`config.mk`:
```
export PLATFORM = sky130hd
export DESIGN_NAME = idle_color_format_lvd_cmds
export DESIGN_NICKNAME = d
export VERILOG_FILES = /design/src/idle_fmt_pkg.sv /design/src/idle_color_format_lvd_cmds.sv /design/src/pixel_expand.sv
export SDC_FILE = /design/constraint.sdc
export NUM_CORES = 1
export LEC_CHECK = 0
export BUFFER_PORTS_ARGS = -buffer_cell sky130_fd_sc_hd__buf_2
export CORE_MARGIN = 2
export CORE_UTILIZATION = 49
export CTS_BUF_LIST = sky130_fd_sc_hd__clkbuf_8
export DETAILED_ROUTE_END_ITERATION = 12
export GPL_TIMING_DRIVEN = 0
export PLACE_DENSITY = 0.94
export SYNTH_ARGS = -nofsm -noshare
export SYNTH_HDL_FRONTEND = slang
export SYNTH_SLANG_ARGS = --single-unit
```
`constraint.sdc`:
```
create_clock -name clk -period 1.65 [get_ports clk]
set_input_delay 0.2475 -clock clk [delete_from_list [all_inputs] [get_ports clk]]
set_output_delay 0.2475 -clock clk [all_outputs]
set_load 0.05 [all_outputs]
```
`src/idle_fmt_pkg.sv`:
```
// Constants, types and codes shared by the idle and colour-format block.
// What this block does
// - Command 38h, no parameter, leaves idle mode for full colour display.
// - Idle off makes the timing generator use the normal frame rate.
// - Idle off while already idle off changes nothing.
// - Command 39h enters idle mode; command 38h, software reset 01h or rst_n leaves it.
// - Idle mode shows eight colours from each channel's MSB.
// - MSB map: none black, all white, one primary, two secondary.
// - Idle on makes the timing generator use the eight-colour frame rate.
// - Idle on while already idle on changes nothing.
// - Idle changes take effect without a visible glitch.
// - Command 3Ah takes one byte: video format 7:4, zero, control 2:0.
// - Video format 0101 16 bpp, 0110 18 bpp, 1110 18 bpp in three.
// - Control format 011 12 bpp, 101 16 bpp, 110 18 bpp.
// - 12 and 16 bpp pixels pass a lookup table into 18-bit memory.
// - Pixel format byte resets to 66h on every kind of reset.
// - Command 44h byte bits 1:0 pick the detect threshold; resets 02h.
// - Threshold 00 1.8 V, 01 2.0 V, 10 2.2 V, 11 2.4 V.
// - These commands are accepted in every operating state; here a 44h byte is ignored until the unlock key is written.
package idle_fmt_pkg;

	// Command codes
	localparam logic [7:0] CMD_SW_RESET = 8'h01;
	localparam logic [7:0] CMD_IDLE_OFF = 8'h38;
	localparam logic [7:0] CMD_IDLE_ON = 8'h39;
	localparam logic [7:0] CMD_PIXEL_FORMAT = 8'h3a;
	localparam logic [7:0] CMD_LVD = 8'h44;
	localparam logic [7:0] CMD_UNLOCK = 8'hff;
	localparam logic [7:0] UNLOCK_KEY = 8'ha5;

	// Reset values
	localparam logic [7:0] PIXEL_FORMAT_RESET = 8'h66;
	localparam logic [7:0] LVD_RESET = 8'h02;
	localparam logic IDLE_RESET = 1'b0;

	// Field positions inside the parameter bytes
	localparam int VIDEO_FMT_MSB = 7;
	localparam int VIDEO_FMT_LSB = 4;
	localparam int CTRL_FMT_MSB = 2;
	localparam int CTRL_FMT_LSB = 0;
	localparam int LVD_SEL_MSB = 1;
	localparam int LVD_SEL_LSB = 0;

	// Video port format codes
	localparam logic [3:0] VID_16_ONE = 4'h5;
	localparam logic [3:0] VID_18_ONE = 4'h6;
	localparam logic [3:0] VID_18_THREE = 4'he;

	// Control port format codes
	localparam logic [2:0] CTL_12 = 3'h3;
	localparam logic [2:0] CTL_16 = 3'h5;
	localparam logic [2:0] CTL_18 = 3'h6;

	// Detect thresholds in millivolts
	localparam logic [11:0] LVD_MV_00 = 12'h708;
	localparam logic [11:0] LVD_MV_01 = 12'h7d0;
	localparam logic [11:0] LVD_MV_10 = 12'h898;
	localparam logic [11:0] LVD_MV_11 = 12'h960;

	// Pixel geometry
	localparam int CHAN_BITS = 6;
	localparam int CHANNELS = 3;

	typedef enum logic [1:0] {
		ST_READY,
		ST_WAIT_FORMAT,
		ST_WAIT_LVD,
		ST_WAIT_KEY
	} cmd_state_t;

	typedef struct packed {
		logic [5:0] r;
		logic [5:0] g;
		logic [5:0] b;
	} pixel_t;

	typedef struct packed {
		logic known;
		logic [4:0] bitsPerPixel;
		logic [1:0] transfers;
	} fmt_info_t;

endpackage

```
`src/idle_color_format_lvd_cmds.sv`:
```
// Command interpreter for idle mode, pixel format and voltage detect.
`timescale 1ns/1ps
module idle_color_format_lvd_cmds
(
	// Clock and reset
	input wire logic clk,
	input wire logic rst_n,
	// Command port, pins taken as synchronous
	input wire logic cmdParamSelect,
	input wire logic write_strobe_n,
	input wire logic [7:0] dataIn,
	// Timing generator
	input wire logic frameStart,
	input wire logic [7:0] normalRateSetting,
	input wire logic [7:0] idleRateSetting,
	output logic [7:0] frameRateSetting,
	output logic idleActive,
	// Host pixel write path
	input wire logic pixelInValid,
	input wire logic [17:0] pixelInData,
	output logic memWriteValid,
	output idle_fmt_pkg::pixel_t memWriteData,
	// Display scan path
	input wire logic scanValid,
	input wire idle_fmt_pkg::pixel_t scanPixel,
	output logic panelValid,
	output idle_fmt_pkg::pixel_t panelPixel,
	// Configuration outputs
	output logic [7:0] pixelFormat,
	output logic [3:0] videoFormat,
	output logic [2:0] controlFormat,
	output idle_fmt_pkg::fmt_info_t videoInfo,
	output idle_fmt_pkg::fmt_info_t controlInfo,
	output logic [7:0] lvdThreshold,
	output logic [11:0] lvdMillivolts,
	output logic unlocked
);

	idle_fmt_pkg::cmd_state_t state;
	logic strobePrev;
	logic writeTaken;
	logic cmdTaken;
	logic paramTaken;
	logic swReset;
	logic idleRequest;
	logic [17:0] scanBits;
	logic [17:0] reducedBits;

	// A write lands on the rising edge of the active-low strobe
	assign writeTaken = write_strobe_n && !strobePrev;
	assign cmdTaken = writeTaken && !cmdParamSelect;
	assign paramTaken = writeTaken && cmdParamSelect;
	// No state gates acceptance, so sleep and partial modes take these too
	assign swReset = cmdTaken && (dataIn == idle_fmt_pkg::CMD_SW_RESET);

	// Strobe history for edge detection
	always_ff @(posedge clk or negedge rst_n)
	begin
		if (!rst_n)
		begin
			strobePrev <= 1'b1;
		end
		else
		begin
			strobePrev <= write_strobe_n;
		end
	end

	// Which parameter the next data byte belongs to
	always_ff @(posedge clk or negedge rst_n)
	begin
		if (!rst_n)
		begin
			state <= idle_fmt_pkg::ST_READY;
		end
		else if (cmdTaken)
		begin
			case (dataIn)
				idle_fmt_pkg::CMD_PIXEL_FORMAT: state <= idle_fmt_pkg::ST_WAIT_FORMAT;
				idle_fmt_pkg::CMD_LVD: state <= idle_fmt_pkg::ST_WAIT_LVD;
				idle_fmt_pkg::CMD_UNLOCK: state <= idle_fmt_pkg::ST_WAIT_KEY;
				default: state <= idle_fmt_pkg::ST_READY;
			endcase
		end
		else if (paramTaken)
		begin
			// Each of these commands takes exactly one byte
			state <= idle_fmt_pkg::ST_READY;
		end
	end

	// Requested idle mode; repeats of the same command are harmless
	always_ff @(posedge clk or negedge rst_n)
	begin
		if (!rst_n)
		begin
			idleRequest <= idle_fmt_pkg::IDLE_RESET;
		end
		else if (swReset)
		begin
			idleRequest <= idle_fmt_pkg::IDLE_RESET;
		end
		else if (cmdTaken && dataIn == idle_fmt_pkg::CMD_IDLE_OFF)
		begin
			idleRequest <= 1'b0;
		end
		else if (cmdTaken && dataIn == idle_fmt_pkg::CMD_IDLE_ON)
		begin
			idleRequest <= 1'b1;
		end
	end

	// Applied only at a frame boundary so no frame mixes both modes
	always_ff @(posedge clk or negedge rst_n)
	begin
		if (!rst_n)
		begin
			idleActive <= idle_fmt_pkg::IDLE_RESET;
			frameRateSetting <= '0;
		end
		else if (frameStart)
		begin
			idleActive <= idleRequest;
			if (idleRequest)
			begin
				frameRateSetting <= idleRateSetting;
			end
			else
			begin
				frameRateSetting <= normalRateSetting;
			end
		end
	end

	// Interface pixel format byte
	always_ff @(posedge clk or negedge rst_n)
	begin
		if (!rst_n)
		begin
			pixelFormat <= idle_fmt_pkg::PIXEL_FORMAT_RESET;
		end
		else if (swReset)
		begin
			pixelFormat <= idle_fmt_pkg::PIXEL_FORMAT_RESET;
		end
		else if (paramTaken && state == idle_fmt_pkg::ST_WAIT_FORMAT)
		begin
			// Bit 3 is kept zero whatever the host sends
			pixelFormat <= {dataIn[7:4], 1'b0, dataIn[2:0]};
		end
	end

	assign videoFormat = pixelFormat[idle_fmt_pkg::VIDEO_FMT_MSB:
		idle_fmt_pkg::VIDEO_FMT_LSB];
	assign controlFormat = pixelFormat[idle_fmt_pkg::CTRL_FMT_MSB:
		idle_fmt_pkg::CTRL_FMT_LSB];

	// Video port format decode
	always_ff @(posedge clk or negedge rst_n)
	begin
		if (!rst_n)
		begin
			videoInfo <= '0;
		end
		else
		begin
			case (videoFormat)
				idle_fmt_pkg::VID_16_ONE: videoInfo <= {1'b1, 5'h10, 2'h1};
				idle_fmt_pkg::VID_18_ONE: videoInfo <= {1'b1, 5'h12, 2'h1};
				idle_fmt_pkg::VID_18_THREE: videoInfo <= {1'b1, 5'h12, 2'h3};
				default: videoInfo <= '0;
			endcase
		end
	end

	// Control port format decode
	always_ff @(posedge clk or negedge rst_n)
	begin
		if (!rst_n)
		begin
			controlInfo <= '0;
		end
		else
		begin
			case (controlFormat)
				idle_fmt_pkg::CTL_12: controlInfo <= {1'b1, 5'h0c, 2'h1};
				idle_fmt_pkg::CTL_16: controlInfo <= {1'b1, 5'h10, 2'h1};
				idle_fmt_pkg::CTL_18: controlInfo <= {1'b1, 5'h12, 2'h1};
				default: controlInfo <= '0;
			endcase
		end
	end

	// Unlock key; any other key value locks again
	always_ff @(posedge clk or negedge rst_n)
	begin
		if (!rst_n)
		begin
			unlocked <= 1'b0;
		end
		else if (swReset)
		begin
			unlocked <= 1'b0;
		end
		else if (paramTaken && state == idle_fmt_pkg::ST_WAIT_KEY)
		begin
			unlocked <= (dataIn == idle_fmt_pkg::UNLOCK_KEY);
		end
	end

	// Detect threshold byte; ignored while locked
	always_ff @(posedge clk or negedge rst_n)
	begin
		if (!rst_n)
		begin
			lvdThreshold <= idle_fmt_pkg::LVD_RESET;
		end
		else if (swReset)
		begin
			lvdThreshold <= idle_fmt_pkg::LVD_RESET;
		end
		else if (paramTaken && state == idle_fmt_pkg::ST_WAIT_LVD && unlocked)
		begin
			lvdThreshold <= {6'h00, dataIn[idle_fmt_pkg::LVD_SEL_MSB:
				idle_fmt_pkg::LVD_SEL_LSB]};
		end
	end

	// Threshold in millivolts for the analog trim
	always_ff @(posedge clk or negedge rst_n)
	begin
		if (!rst_n)
		begin
			lvdMillivolts <= idle_fmt_pkg::LVD_MV_10;
		end
		else
		begin
			case (lvdThreshold[1:0])
				2'h0: lvdMillivolts <= idle_fmt_pkg::LVD_MV_00;
				2'h1: lvdMillivolts <= idle_fmt_pkg::LVD_MV_01;
				2'h2: lvdMillivolts <= idle_fmt_pkg::LVD_MV_10;
				default: lvdMillivolts <= idle_fmt_pkg::LVD_MV_11;
			endcase
		end
	end

	// Host pixels widened before they reach memory
	pixel_expand u_expand
	(
		.clk(clk),
		.rst_n(rst_n),
		.inValid(pixelInValid),
		.inData(pixelInData),
		.controlFormat(controlFormat),
		.outValid(memWriteValid),
		.outPixel(memWriteData)
	);

	// Each channel becomes all ones or all zeros from its MSB
	assign scanBits = scanPixel;
	genvar ch;
	generate
		for (ch = 0; ch < idle_fmt_pkg::CHANNELS; ch++)
		begin : g_reduce
			assign reducedBits[ch*6 +: 6] = {6{scanBits[ch*6+5]}};
		end
	endgenerate

	// Registered so the panel sees one mode per frame
	always_ff @(posedge clk or negedge rst_n)
	begin
		if (!rst_n)
		begin
			panelValid <= 1'b0;
			panelPixel <= '0;
		end
		else
		begin
			panelValid <= scanValid;
			if (scanValid)
			begin
				panelPixel <= idleActive ? reducedBits : scanPixel;
			end
		end
	end
endmodule

```
`src/pixel_expand.sv`:
```
// Host pixel expansion from the control-port format into 18-bit words.
`timescale 1ns/1ps
module pixel_expand
(
	// Clock and reset
	input wire logic clk,
	input wire logic rst_n,
	// Incoming host pixel
	input wire logic inValid,
	input wire logic [17:0] inData,
	input wire logic [2:0] controlFormat,
	// Frame memory word
	output logic outValid,
	output idle_fmt_pkg::pixel_t outPixel
);

	// Widen a 4-bit channel by repeating its top bits
	function automatic logic [5:0] lut4(input logic [3:0] v);
		lut4 = {v, v[3:2]};
	endfunction

	// Widen a 5-bit channel by repeating its MSB
	function automatic logic [5:0] lut5(input logic [4:0] v);
		lut5 = {v, v[4]};
	endfunction

	idle_fmt_pkg::pixel_t next_pixel;

	// Undefined codes fall back to raw 18-bit data rather than dropping
	always_comb
	begin
		next_pixel = inData;
		if (controlFormat == idle_fmt_pkg::CTL_12)
		begin
			next_pixel.r = lut4(inData[11:8]);
			next_pixel.g = lut4(inData[7:4]);
			next_pixel.b = lut4(inData[3:0]);
		end
		else if (controlFormat == idle_fmt_pkg::CTL_16)
		begin
			next_pixel.r = lut5(inData[15:11]);
			next_pixel.g = inData[10:5];
			next_pixel.b = lut5(inData[4:0]);
		end
	end

	// One register stage toward frame memory
	always_ff @(posedge clk or negedge rst_n)
	begin
		if (!rst_n)
		begin
			outValid <= 1'b0;
			outPixel <= '0;
		end
		else
		begin
			outValid <= inValid;
			if (inValid)
			begin
				outPixel <= next_pixel;
			end
		end
	end

endmodule

```
After elaboration in Yosys (flattened, before gate mapping)
Index checks and enable logic that the tools add are counted.
- flip-flop bits (word level): 96
- bits in latches: 0
- bits in writable memories: 0
- ROM bits: 0
- bits of input ports: 67
- output and inout bits: 99
- word-level logic and storage cells: 78
- memories: 0
- add/subtract/negate cells: 0
- multipliers: 0
- div/mod/pow operators: 0
- magnitude comparators: 0
- equality and inequality tests: 18
- shift operators: 0
- muxes and demuxes: 19
- bitwise operators: 0
- reductions and logical operators: 18
- operator list (operator ; count):
    8-bit one-hot mux with 3 select lines ; 2
    8-bit two-way mux ; 5
    18-bit two-way mux ; 2
    12-bit one-hot mux with 3 select lines ; 1
    8-bit by 6-bit equality test with 1-bit output (second input constant) ; 3
    17-bit two-way mux ; 1
    8-bit equality test (second input constant) ; 2
    1-bit logical AND ; 10
    4-bit by 3-bit equality test with 1-bit output (second input constant) ; 2
    8-bit by 1-bit equality test with 1-bit output (second input constant) ; 1
    8-bit by 7-bit equality test with 1-bit output (second input constant) ; 1
    2-bit nonzero test ; 4
    2-bit equality test (second input constant) ; 3
    3-bit equality test (second input constant) ; 2
    2-bit one-hot mux with 3 select lines ; 1
    1-bit two-way mux ; 5
    2-bit by 1-bit equality test with 1-bit output (second input constant) ; 2
    4-bit equality test (second input constant) ; 1
    2-bit two-way mux ; 2
    3-bit by 2-bit equality test with 1-bit output (second input constant) ; 1
    3-bit nonzero test ; 1
    1-bit zero test ; 2
    2-bit zero test ; 1

Depth between registers and ports, before layout
Gate-level depths: netlist of the first run.
- word-level depth: 7
- mapped depth: 5
- gate-level depth less buffers: 4

By module
A second synthesis of the first run with hierarchy kept.
- cells, all modules: 428
- area total of the unflattened synthesis: 4111.4 µm²
- modules (own cells, without submodules) (module ; instances ; cells each ; area an instance (µm²) ; sequential area each (µm²)):
    idle_color_format_lvd_cmds ; 1 ; 259 ; 2666.3 ; 1412.6
    pixel_expand ; 1 ; 169 ; 1445.1 ; 475.5

Worst setup path before layout of the first run
Ideal clock, no wire load.
- kind: register -> register
- start: register pixelFormat[1]
- end: register u_expand.outPixel[10] in the netlist's numbering
- setup time: 0.126 ns
- data arrival time: 1.514 ns
- required time: 1.524 ns
- setup slack: 0.010 ns
- cell stages (with the launch flop): 5
- buffers on the path: 1
- clock period less this slack: 1.640 ns
- cells stage by stage: dfstp_2 -> xor2_1 -> a21oi_2 -> buf_6 -> a221o_1
- word-level cells in the longest chain between the ends: 3
- elaborated cells between the ends (all ways): 4
- classes of those cells: eq/ne (2); mux (2)
- ends and longest elaborated chain (element ; line ; text):
    start, declared ; idle_color_format_lvd_cmds.sv:29 ; output logic [7:0] pixelFormat,
    start signal, assigned ; idle_color_format_lvd_cmds.sv:140 ; pixelFormat <= idle_fmt_pkg::PIXEL_FORMAT_RESET;
    start signal, assigned ; idle_color_format_lvd_cmds.sv:144 ; pixelFormat <= idle_fmt_pkg::PIXEL_FORMAT_RESET;
    start signal, assigned ; idle_color_format_lvd_cmds.sv:149 ; pixelFormat <= {dataIn[7:4], 1'b0, dataIn[2:0]};
    3-bit equality test ; pixel_expand.sv:39 ; else if (controlFormat == idle_fmt_pkg::CTL_16)
    18-bit two-way mux ; pixel_expand.sv:39 ;
    18-bit two-way mux * ; pixel_expand.sv:33 ; if (controlFormat == idle_fmt_pkg::CTL_12)
    end signal, assigned ; pixel_expand.sv:60 ; outPixel <= next_pixel;
    end, declared ; pixel_expand.sv:14 ; output idle_fmt_pkg::pixel_t outPixel
Every way passes the cells marked *; elsewhere a longest branch is shown, timed or not.
A chain may end at the register's enable or synchronous reset.

Worst setup path in the final report of the first run
- start: register pixelFormat[1]
- end: register u_expand.outPixel[0] in the netlist's numbering
Same word-level chain as after synthesis.

==> reports/qor.yml, run 1 <==
drt:
  ant_nets: 0
  post_drt_wl_per_cell_um: 15.1
  vias: 3457
  drc: 0
  wl_um: 9670
  first_iter_violations: 160
  viasPerCell: 5.39
  firstDrtPassIters: 5
timing:
  tightest_slew_ns: 0.925
  finClkSkew_ns: 0.0105
  finalHoldViolations: 0
  finalWorstSetupSlack_ns: 0.0426
  finalSetupTns_ns: 0
  fin_crit_sh_pct: 97.4
  setup_violations: 0
  holdWs_ns: 0.0262
  rsz0062_at_grt: "no"
  fmax_mhz: 622
  slew_violations: 0
  slew_headroom_pct: 38.3
  period_minus_slack_ns: 1.61
clock_tree:
  cts.sinks: 75
  cts_tree: "done"
  cts_resized: 1
  clkLatencyLatePin_ns: 0.34
  hold_buffers: 0
  path_clk_slew_ns: 0.08
  htree_levels: 3
  clockRootBuffer: "clkbuf_8"
  cts_max_path_buffers: 2
  cts_buffers: 9
  post-cts-setup-buffer-count: 0
cells_and_area:
  drive_gt1_share_pct: 40.8
  syn_to_final_growth_pct: 30.4
  final_common_cell: "buf_2"
  antennaDiodeCount: 0
  multi_input_area_mm2: 0.00153
  seq_area_mm2: 0.00189
  fillers: 575
  final_nets: 609
  final_cell_mix: "buf_2 (152), dfrtp_1 (66), a21oi_1 (57)"
floorplanning:
  die-area_mm2: 0.00825
  rows: 31
  coreArea_mm2: 0.00729
  dieHeight_um: 90.9
  ios: 166
  start_util_pct: 50.7
  die_w_um: 90.9
place:
  dpl.hpwl_um: 7270
  place_congestion: 0.916
  preCtsSetupSlack_ns: -0.0243
  portBuffers: 149
critical_path:
  critPathSlowestCell: "dfstp_2"
  crit_path_end_kind: "flop"
  cp_slowest_stage_delay_ns: 0.62
  worstSetupPathType: "reg -> reg"
  cp_data_arrival_time_ns: 1.83
  rrSetupSlack_ns: 0.04
  cp_num_buf_inv: 1
  path_cells: "xor2_2 -> a21oi_2 -> buf_6 -> a221o_1"
  critPathTopFamily: "flip-flops"
  crit_path_start_kind: "flop"
  crit_path_max_fanout: 10
  worstPathRequired_ns: 1.88
logic_synthesis:
  netlist_area_mm2: 0.00370
  synth_edf_count: 0
  async_flop_share_pct: 100
  syn_avg_cell_area_um2: 10.2
  seq_area_frac_synth_pct: 51.1
  synth_warnings: 0
  synth_seq_cells: 75
  synth-main-ff-cell: "dfrtp_1"
  ys_types: 42
  postSynthCellCount: 363
global_routing:
  grt_usage_pct: 23.5
  grt_pass1_wl_um: 15800
  grt_antenna_before_repair: 0
  overflow: 0
  grt_max_degree: 76
  grt_pass1_vias: 3313
run_status:
  status: "complete, no violations"
power_and_ir_drop:
  irDropWorstVdd_v: 0.000316
  power_density_mw_per_mm2: 941
  leakage_nw: 2.45
  finalPower_mw: 4.54
hold_path:
  hold_class: "in -> async"
run:
  drv_cap: 0
[registers in the layout (all words and copies together) (netlist names), 2 cells and up]
register,flops
frameRateSetting,8
videoInfo,3
u_expand.outPixel,18
lvdThreshold,2
state,2
lvdMillivolts,7
panelPixel,18
pixelFormat,7
controlInfo,4
[cells by family (layout without fill, tap and decap cells)]
logic type	Yosys count	count (layout)	share of synthesized area (%)
AOI/OAI and AO/OA	92	92	15.1
xor gates and xnor gates	2	2	0.474
adders and majority gates	5	5	1.69
buffers and inverters	58	223	9.17
DFF	75	75	51.1
muxes	13	13	3.62
other	1	15	0.101
and+or+nand+nor	117	117	18.8
[routing by layer]
layer  vias up  global-route usage (%)  part of all wire, %
met5         -                       0                    0
met4         0                    10.4                  2.3
met3        22                    3.17                  6.8
met2       168                    39.9                   50
met1      1664                    30.1                   41
li1       1603                       -                    -
[area by class of cell]
class                           count  share of cell area, %
Sequential cell                    75                   39.2
Multi-Input combinational cell    244                   31.7
Timing Repair Buffer              149                   15.5
Buffer                             50                   6.54
Clock buffer                        9                   2.57
Tap cell                           99                   2.57
Clock inverter                      7                   1.27
Inverter                            8                  0.623
[power breakdown]
part | internal (mW) | switching (mW)
registers | 1.97 | 0.0794
clock network | 0.682 | 0.639
logic | 0.314 | 0.852
total | 2.97 | 1.57
[cells in the mapped netlist, types with 4 or more instances]
library cell	instances	area [µm²]
nor2b_1	5	31.3
a221o_1	15	150
dfrtp_1	66	1650
o21ai_0	13	65.1
buf_4	29	218
clkbuf_1	15	56.3
ha_1	5	62.6
nor2_1	29	109
dfstp_2	9	236
inv_1	7	26.3
and2_1	5	31.3
nand4_1	4	25.0
a21oi_1	57	285
nand3b_1	27	203
nand3_1	17	85.1
nand2_1	6	22.5
mux2i_1	10	100
buf_2	4	20.0
[metrics by stage]
| stage | instance area, µm² | util [%] | cells |
|---|---|---|---|
| after global routing | 4820 | 66.1 | 641 |
| final | 4820 | 66.1 | 641 |
| after global placement | 4620 | 63.3 | 625 |
| after CTS | 4810 | 66.0 | 641 |
| after floorplan | 3750 | - | 377 |
| after detailed placement | 4620 | 63.4 | 625 |
[final timing paths]
path | endpoint | from | depth (start not counted)
worst max-delay path | u_expand.outPixel[0] | pixelFormat[1] | 4
worst min-delay path | u_expand.outPixel[9] | rst_n | 1
worst max register to register | u_expand.outPixel[0] | pixelFormat[1] | 4
worst min register to register | u_expand.outPixel[8] | u_expand.outPixel[8] | 1
max in group asynchronous | unlocked | rst_n | 1
min in group clk | panelValid | scanValid | 1
[worst reg2reg max path, stage by stage (launching register included)]
cell	delay, ns
dfstp_2	0.62
xor2_2	0.24
a21oi_2	0.15
buf_6	0.17
a221o_1	0.31
No activity file was read; power rests on OpenSTA's default activity.
==> run 2, diff against run 1 <==
--- a/config.mk
+++ b/config.mk
@@ -11,7 +11,7 @@
 export CTS_BUF_LIST = sky130_fd_sc_hd__clkbuf_8
 export DETAILED_ROUTE_END_ITERATION = 12
 export GPL_TIMING_DRIVEN = 0
-export PLACE_DENSITY = 0.94
+export PLACE_DENSITY = 0.83
 export SYNTH_ARGS = -nofsm -noshare
 export SYNTH_HDL_FRONTEND = slang
 export SYNTH_SLANG_ARGS = --single-unit
==> reports/qor.yml, run 2 (synthesis results as in run 1) <==
cells_and_area:
  final_cell_mix: "buf_2 (152), dfrtp_1 (66), a21oi_1 (57)"  # unchanged
  seq_area_mm2: 0.00189  # unchanged
  antennaDiodeCount: 0  # unchanged
  final_util_pct: 66.0  # was 66.1%
  drive_gt1_share_pct: 41.0  # was 40.8%
  fin_area_mm2: 0.00481  # was 0.00482 mm²
  top_regs: "panelPixel x18, u_expand.outPixel x18, frameRateSetting x8"  # unchanged
  final_nets: 609  # unchanged
  multi_input_area_mm2: 0.00153  # unchanged
  syn_to_final_growth_pct: 30.2  # was 30.4%
  final_common_cell: "buf_2"  # unchanged
  fillers: 622  # was 575
critical_path:
  worstSetupPathType: "reg -> reg"  # unchanged
  r2r_cells: 4  # unchanged
  worstPathRequired_ns: 1.86  # was 1.88 ns
  crit_path_max_fanout: 10  # unchanged
  cp_slowest_stage_delay_ns: 0.60  # was 0.62 ns
  cp_data_arrival_time_ns: 1.77  # was 1.83 ns
  regToRegStartpoint: "pixelFormat[2]"  # was pixelFormat[1]
  crit_path_start_kind: "flop"  # unchanged
  reg2reg_to: "u_expand.outPixel[1]"  # was u_expand.outPixel[0]
  crit_path_end_kind: "flop"  # unchanged
  critPathSlowestCell: "dfstp_2"  # unchanged
  rrSetupSlack_ns: 0.09  # was 0.04 ns
  path_cells: "xor2_2 -> a21oi_2 -> buf_6 -> a221o_1"  # unchanged
floorplanning:
  die_w_um: 90.9  # unchanged
  rows: 31  # unchanged
  start_util_pct: 50.7  # unchanged
  die-area_mm2: 0.00825  # unchanged
  dieHeight_um: 90.9  # unchanged
  ios: 166  # unchanged
  coreArea_mm2: 0.00729  # unchanged
place:
  place_area_mm2: 0.00462  # unchanged
  dpl.hpwl_um: 6890  # was 7270 µm
  portBuffers: 149  # unchanged
  place_congestion: 0.886  # was 0.916
clock_tree:
  clockRootBuffer: "clkbuf_8"  # unchanged
  clkLatencyLatePin_ns: 0.34  # about the same
  cts.sinks: 75  # unchanged
  hold_buffers: 0  # unchanged
  cts_buffers: 9  # unchanged
  post-cts-setup-buffer-count: 0  # unchanged
  cts_resized: 0  # was 1
  htree_levels: 3  # unchanged
  cts_max_path_buffers: 2  # unchanged
  cts_tree: "done"  # unchanged
  path_clk_slew_ns: 0.08  # about the same
hold_path:
  hold_class: "in -> async"  # unchanged
run:
  drv_cap: 0  # unchanged
global_routing:
  grt_pass1_wl_um: 15100  # was 15800 µm
  grt_antenna_before_repair: 0  # unchanged
  overflow: 0  # unchanged
  grt_pass1_vias: 3266  # was 3313
  grt_max_degree: 76  # unchanged
  grt_usage_pct: 22.6  # was 23.5%
timing:
  slew_headroom_pct: 39.2  # was 38.3%
  setup_violations: 0  # unchanged
  fin_crit_sh_pct: 94.5  # was 97.4%
  rsz0062_at_grt: "no"  # unchanged
  holdWs_ns: 0.0269  # was 0.0262 ns
  period_minus_slack_ns: 1.56  # was 1.61 ns
  slew_violations: 0  # unchanged
  finClkSkew_ns: 0.0127  # was 0.0105 ns
  tightest_slew_ns: 0.912  # was 0.925 ns
  finalHoldViolations: 0  # unchanged
  fmax_mhz: 641  # was 622 MHz
drt:
  ant_nets: 0  # unchanged
  drc: 0  # unchanged
  first_iter_violations: 216  # was 160
  viasPerCell: 5.26  # was 5.39
  post_drt_wl_per_cell_um: 14.2  # was 15.1 µm
  vias: 3373  # was 3457
  firstDrtPassIters: 4  # was 5
  wl_um: 9120  # was 9670 µm
run_status:
  status: "complete, no violations"  # unchanged
power_and_ir_drop:
  power_density_mw_per_mm2: 927  # was 941 mW/mm²
  finalPower_mw: 4.46  # was 4.54 mW
  leakage_nw: 2.44  # was 2.45 nW
  irDropWorstVdd_v: 0.000383  # was 0.000316 V
-- run 2: cell count changes in the layout (fill, tap and decap cells not counted) --
cell        change
clkbuf_8        +1
clkinv_2        -2
inv_1           -1
bufinv_16       -1
clkinvlp_4      +2
inv_6           +1
-- run 2: cell type report --
cell class / count / area share [%]
clock inverter: 6 / 0.858
inverter: 8 / 0.624
buffer: 50 / 6.55
tap: 99 / 2.57
clock buffer: 10 / 2.86
multi-input combinational: 244 / 31.8
sequential: 75 / 39.2
timing repair buffer: 149 / 15.5
-- run 2: per-layer routing --
metal  global-route usage (%)  part of all wire, %
met5                        0                    0
met4                     9.97                  1.5
met3                     4.67                  7.2
met2                     37.5                   50
met1                     28.5                   41
-- run 2: how the worst max path moves through the flow --
stage                    from               endpoint  slack, ns  depth (start not counted)
6_report       pixelFormat[2]   u_expand.outPixel[1]       0.09                          4
3_3_place_gp            rst_n       lvdMillivolts[5]      -0.06                          1
4_1_cts        pixelFormat[2]   u_expand.outPixel[1]      0.006                          4
3_5_place_dp   pixelFormat[2]   u_expand.outPixel[1]       0.03                          4
2_1_floorplan  pixelFormat[1]  u_expand.outPixel[10]       0.01                          4
5_1_grt        pixelFormat[2]   u_expand.outPixel[1]      0.003                          4
-- run 2: report_power, final --
part	total, mW	internal, mW	switching (mW)
Clock	1.26	0.586	0.673
Sequential	2.05	1.97	0.0772
Combinational	1.16	0.314	0.844
-- run 2: per-stage QoR --
stage	TNS (ns)	std cells	setup WS [ns]
global placement	-3.52	625	-0.0586
global route	0	641	0.00283
floorplan	0	377	0.00989
CTS	0	641	0.00628
detailed placement	0	625	0.0283
finish	0	641	0.0904
-- run 2: worst max-delay path: cells and delay by family, from the launching register on --
kind	cells	cell delay (ns)
AO/OA/AOI/OAI	2	0.45
XOR/XNOR	1	0.22
buffers and inverters	1	0.16
flip-flops	1	0.60
==> run 3, diff against run 2 <==
--- a/config.mk
+++ b/config.mk
@@ -12,6 +12,7 @@
 export DETAILED_ROUTE_END_ITERATION = 12
 export GPL_TIMING_DRIVEN = 0
 export PLACE_DENSITY = 0.83
+export RECOVER_POWER = 50
 export SYNTH_ARGS = -nofsm -noshare
 export SYNTH_HDL_FRONTEND = slang
 export SYNTH_SLANG_ARGS = --single-unit
==> reports/qor.yml, run 3 (synthesis results as in run 1) <==
critical_path:
  cp_num_buf_inv: 2  # was 1
  critPathTopFamily: "flip-flops"  # unchanged
  reg2reg_to: "u_expand.outPixel[1]"  # unchanged
  crit_start: "pixelFormat[5]"  # was pixelFormat[2]
  cp_slowest_stage_delay_ns: 0.60  # about the same
  crit_path_start_kind: "flop"  # unchanged
  regToRegStartpoint: "pixelFormat[2]"  # unchanged
  path_depth: 2  # was 4
  worstSetupPathType: "reg -> out"  # was reg -> reg
  rrSetupSlack_ns: 0.10  # was 0.09 ns
  critPathSlowestCell: "dfstp_1"  # was dfstp_2
  r2r_cells: 4  # unchanged
  crit_path_max_fanout: 5  # was 10
  crit_path_end_kind: "primary output"  # was flop
  worstPathRequired_ns: 1.40  # was 1.86 ns
  cp-endpoint: "videoFormat[1]"  # was u_expand.outPixel[1]
  cp_data_arrival_time_ns: 1.32  # was 1.77 ns
  path_cells: "buf_4 -> buf_2"  # was xor2_2 -> a21oi_2 -> buf_6 -> a221o_1
cells_and_area:
  final_nets: 609  # unchanged
  final_common_cell: "buf_2"  # unchanged
  antennaDiodeCount: 0  # unchanged
  syn_to_final_growth_pct: 29.8  # was 30.2%
  fin_area_mm2: 0.00480  # was 0.00481 mm²
  stdcell_count: 641  # unchanged
  drive_gt1_share_pct: 37.8  # was 41.0%
  top_regs: "panelPixel x18, u_expand.outPixel x18, frameRateSetting x8"  # unchanged
  final_cell_mix: "buf_2 (138), dfrtp_1 (66), a21oi_1 (57)"  # was buf_2 (152), dfrtp_1 (66), a21oi_1 (57)
floorplanning:
  rows: 31  # unchanged
  die-area_mm2: 0.00825  # unchanged
  start_util_pct: 50.7  # unchanged
  ios: 166  # unchanged
  coreArea_mm2: 0.00729  # unchanged
  dieHeight_um: 90.9  # unchanged
  die_w_um: 90.9  # unchanged
place:
  dp_cells: 625  # unchanged
  place_area_mm2: 0.00462  # unchanged
  dpl.hpwl_um: 6890  # unchanged
  preCtsSetupSlack_ns: 0.0283  # unchanged
  portBuffers: 149  # unchanged
  place_congestion: 0.886  # unchanged
power_and_ir_drop:
  power_density_mw_per_mm2: 930  # was 927 mW/mm²
  leakage_nw: 2.39  # was 2.44 nW
  irDropWorstVdd_v: 0.000380  # was 0.000383 V
timing:
  rsz0062_at_grt: "no"  # unchanged
  finalWorstSetupSlack_ns: 0.0811  # was 0.0904 ns
  period_minus_slack_ns: 1.57  # was 1.56 ns
  slew_headroom_pct: 39.4  # was 39.2%
  finalSetupTns_ns: 0  # unchanged
  tightest_slew_ns: 0.910  # was 0.912 ns
  finalHoldViolations: 0  # unchanged
  fin_crit_sh_pct: 95.1  # was 94.5%
  finClkSkew_ns: 0.0127  # about the same
  fmax_mhz: 637  # was 641 MHz
  setup_violations: 0  # unchanged
  holdWs_ns: 0.0103  # was 0.0269 ns
  slew_violations: 0  # unchanged
global_routing:
  grt_pass1_wl_um: 15100  # unchanged
  grt_max_degree: 76  # unchanged
  overflow: 0  # unchanged
  grt_usage_pct: 22.6  # unchanged
  grt_pass1_vias: 3266  # unchanged
  grt_antenna_before_repair: 0  # unchanged
clock_tree:
  post-cts-setup-buffer-count: 0  # unchanged
  cts_buffers: 9  # unchanged
  cts_tree: "done"  # unchanged
  cts.sinks: 75  # unchanged
  clkLatencyLatePin_ns: 0.34  # about the same
  cts_max_path_buffers: 2  # unchanged
  path_clk_slew_ns: 0.08  # about the same
  clockRootBuffer: "clkbuf_8"  # unchanged
  htree_levels: 3  # unchanged
run:
  drv_cap: 0  # unchanged
drt:
  drc: 0  # unchanged
  first_iter_violations: 214  # was 216
  wl_um: 9110  # was 9120 µm
  vias: 3375  # was 3373
  ant_nets: 0  # unchanged
  viasPerCell: 5.27  # was 5.26
  post_drt_wl_per_cell_um: 14.2  # about the same
  firstDrtPassIters: 4  # unchanged
run_status:
  status: "complete, no violations"  # unchanged
hold_path:
  hold_class: "in -> async"  # unchanged
==> run 3: changes by cell type in the layout (fill, tap and decap cells not counted), sizes merged <==
cell,change
buf,-14
clkbuf,+14
==> run 3: metrics by stage <==
step,total power [mW],util [%]
finish,4.46,65.8
detailed placement,3.23,63.4
floorplan,2.89,-
global placement,3.21,63.3
CTS,4.50,65.8
global route,4.68,65.8
==> run 3: metal layers <==
layer	up-vias	share of wire [%]	global-route usage [%]	routed length (µm)
met5	-	0	0	0
met4	0	1.5	9.97	136
met3	14	7.4	4.67	676
met2	140	50	37.5	4520
met1	1613	41	28.5	3770
li1	1608	-	-	-
==> run 3: worst min-delay path by stage <==
stage,from,endpoint,cells after the start
after floorplan,rst_n,controlInfo[3],0
after global placement,scanValid,panelValid,1
after detailed placement,scanValid,panelValid,1
after CTS,scanValid,panelValid,1
after global routing,scanValid,panelValid,1
final,rst_n,u_expand.outPixel[14],1
==> run 3: worst reg2reg max path: stages (launching register included) <==
cell	delay [ns]
dfstp_2	0.60
xor2_2	0.22
a21oi_2	0.14
buf_6	0.16
a221o_1	0.31
==> run 3: layout make-up <==
class	count	area [µm²]
fill	631	2500
clock buffer	10	138
timing repair buffer	149	732
buffer	50	314
tap	99	124
multi-input combinational	244	1530
inverter	8	30.0
clock inverter	6	41.3
sequential	75	1890
==> run 3: what timing repair did <==
| action | 4_1_cts | 5_1_grt |
|---|---|---|
| setup endpoints to repair | 0 | 11 |
| hold buffers | 0 | 0 |
| resized for setup | 0 | 11 |
==> run 3: report_power, final <==
part / switching [mW] / leakage, nW / internal (mW)
clock: 0.674 / 0.0901 / 0.587
combinational: 0.843 / 1.41 / 0.309
sequential: 0.0779 / 0.889 / 1.97
total: 1.59 / 2.39 / 2.86
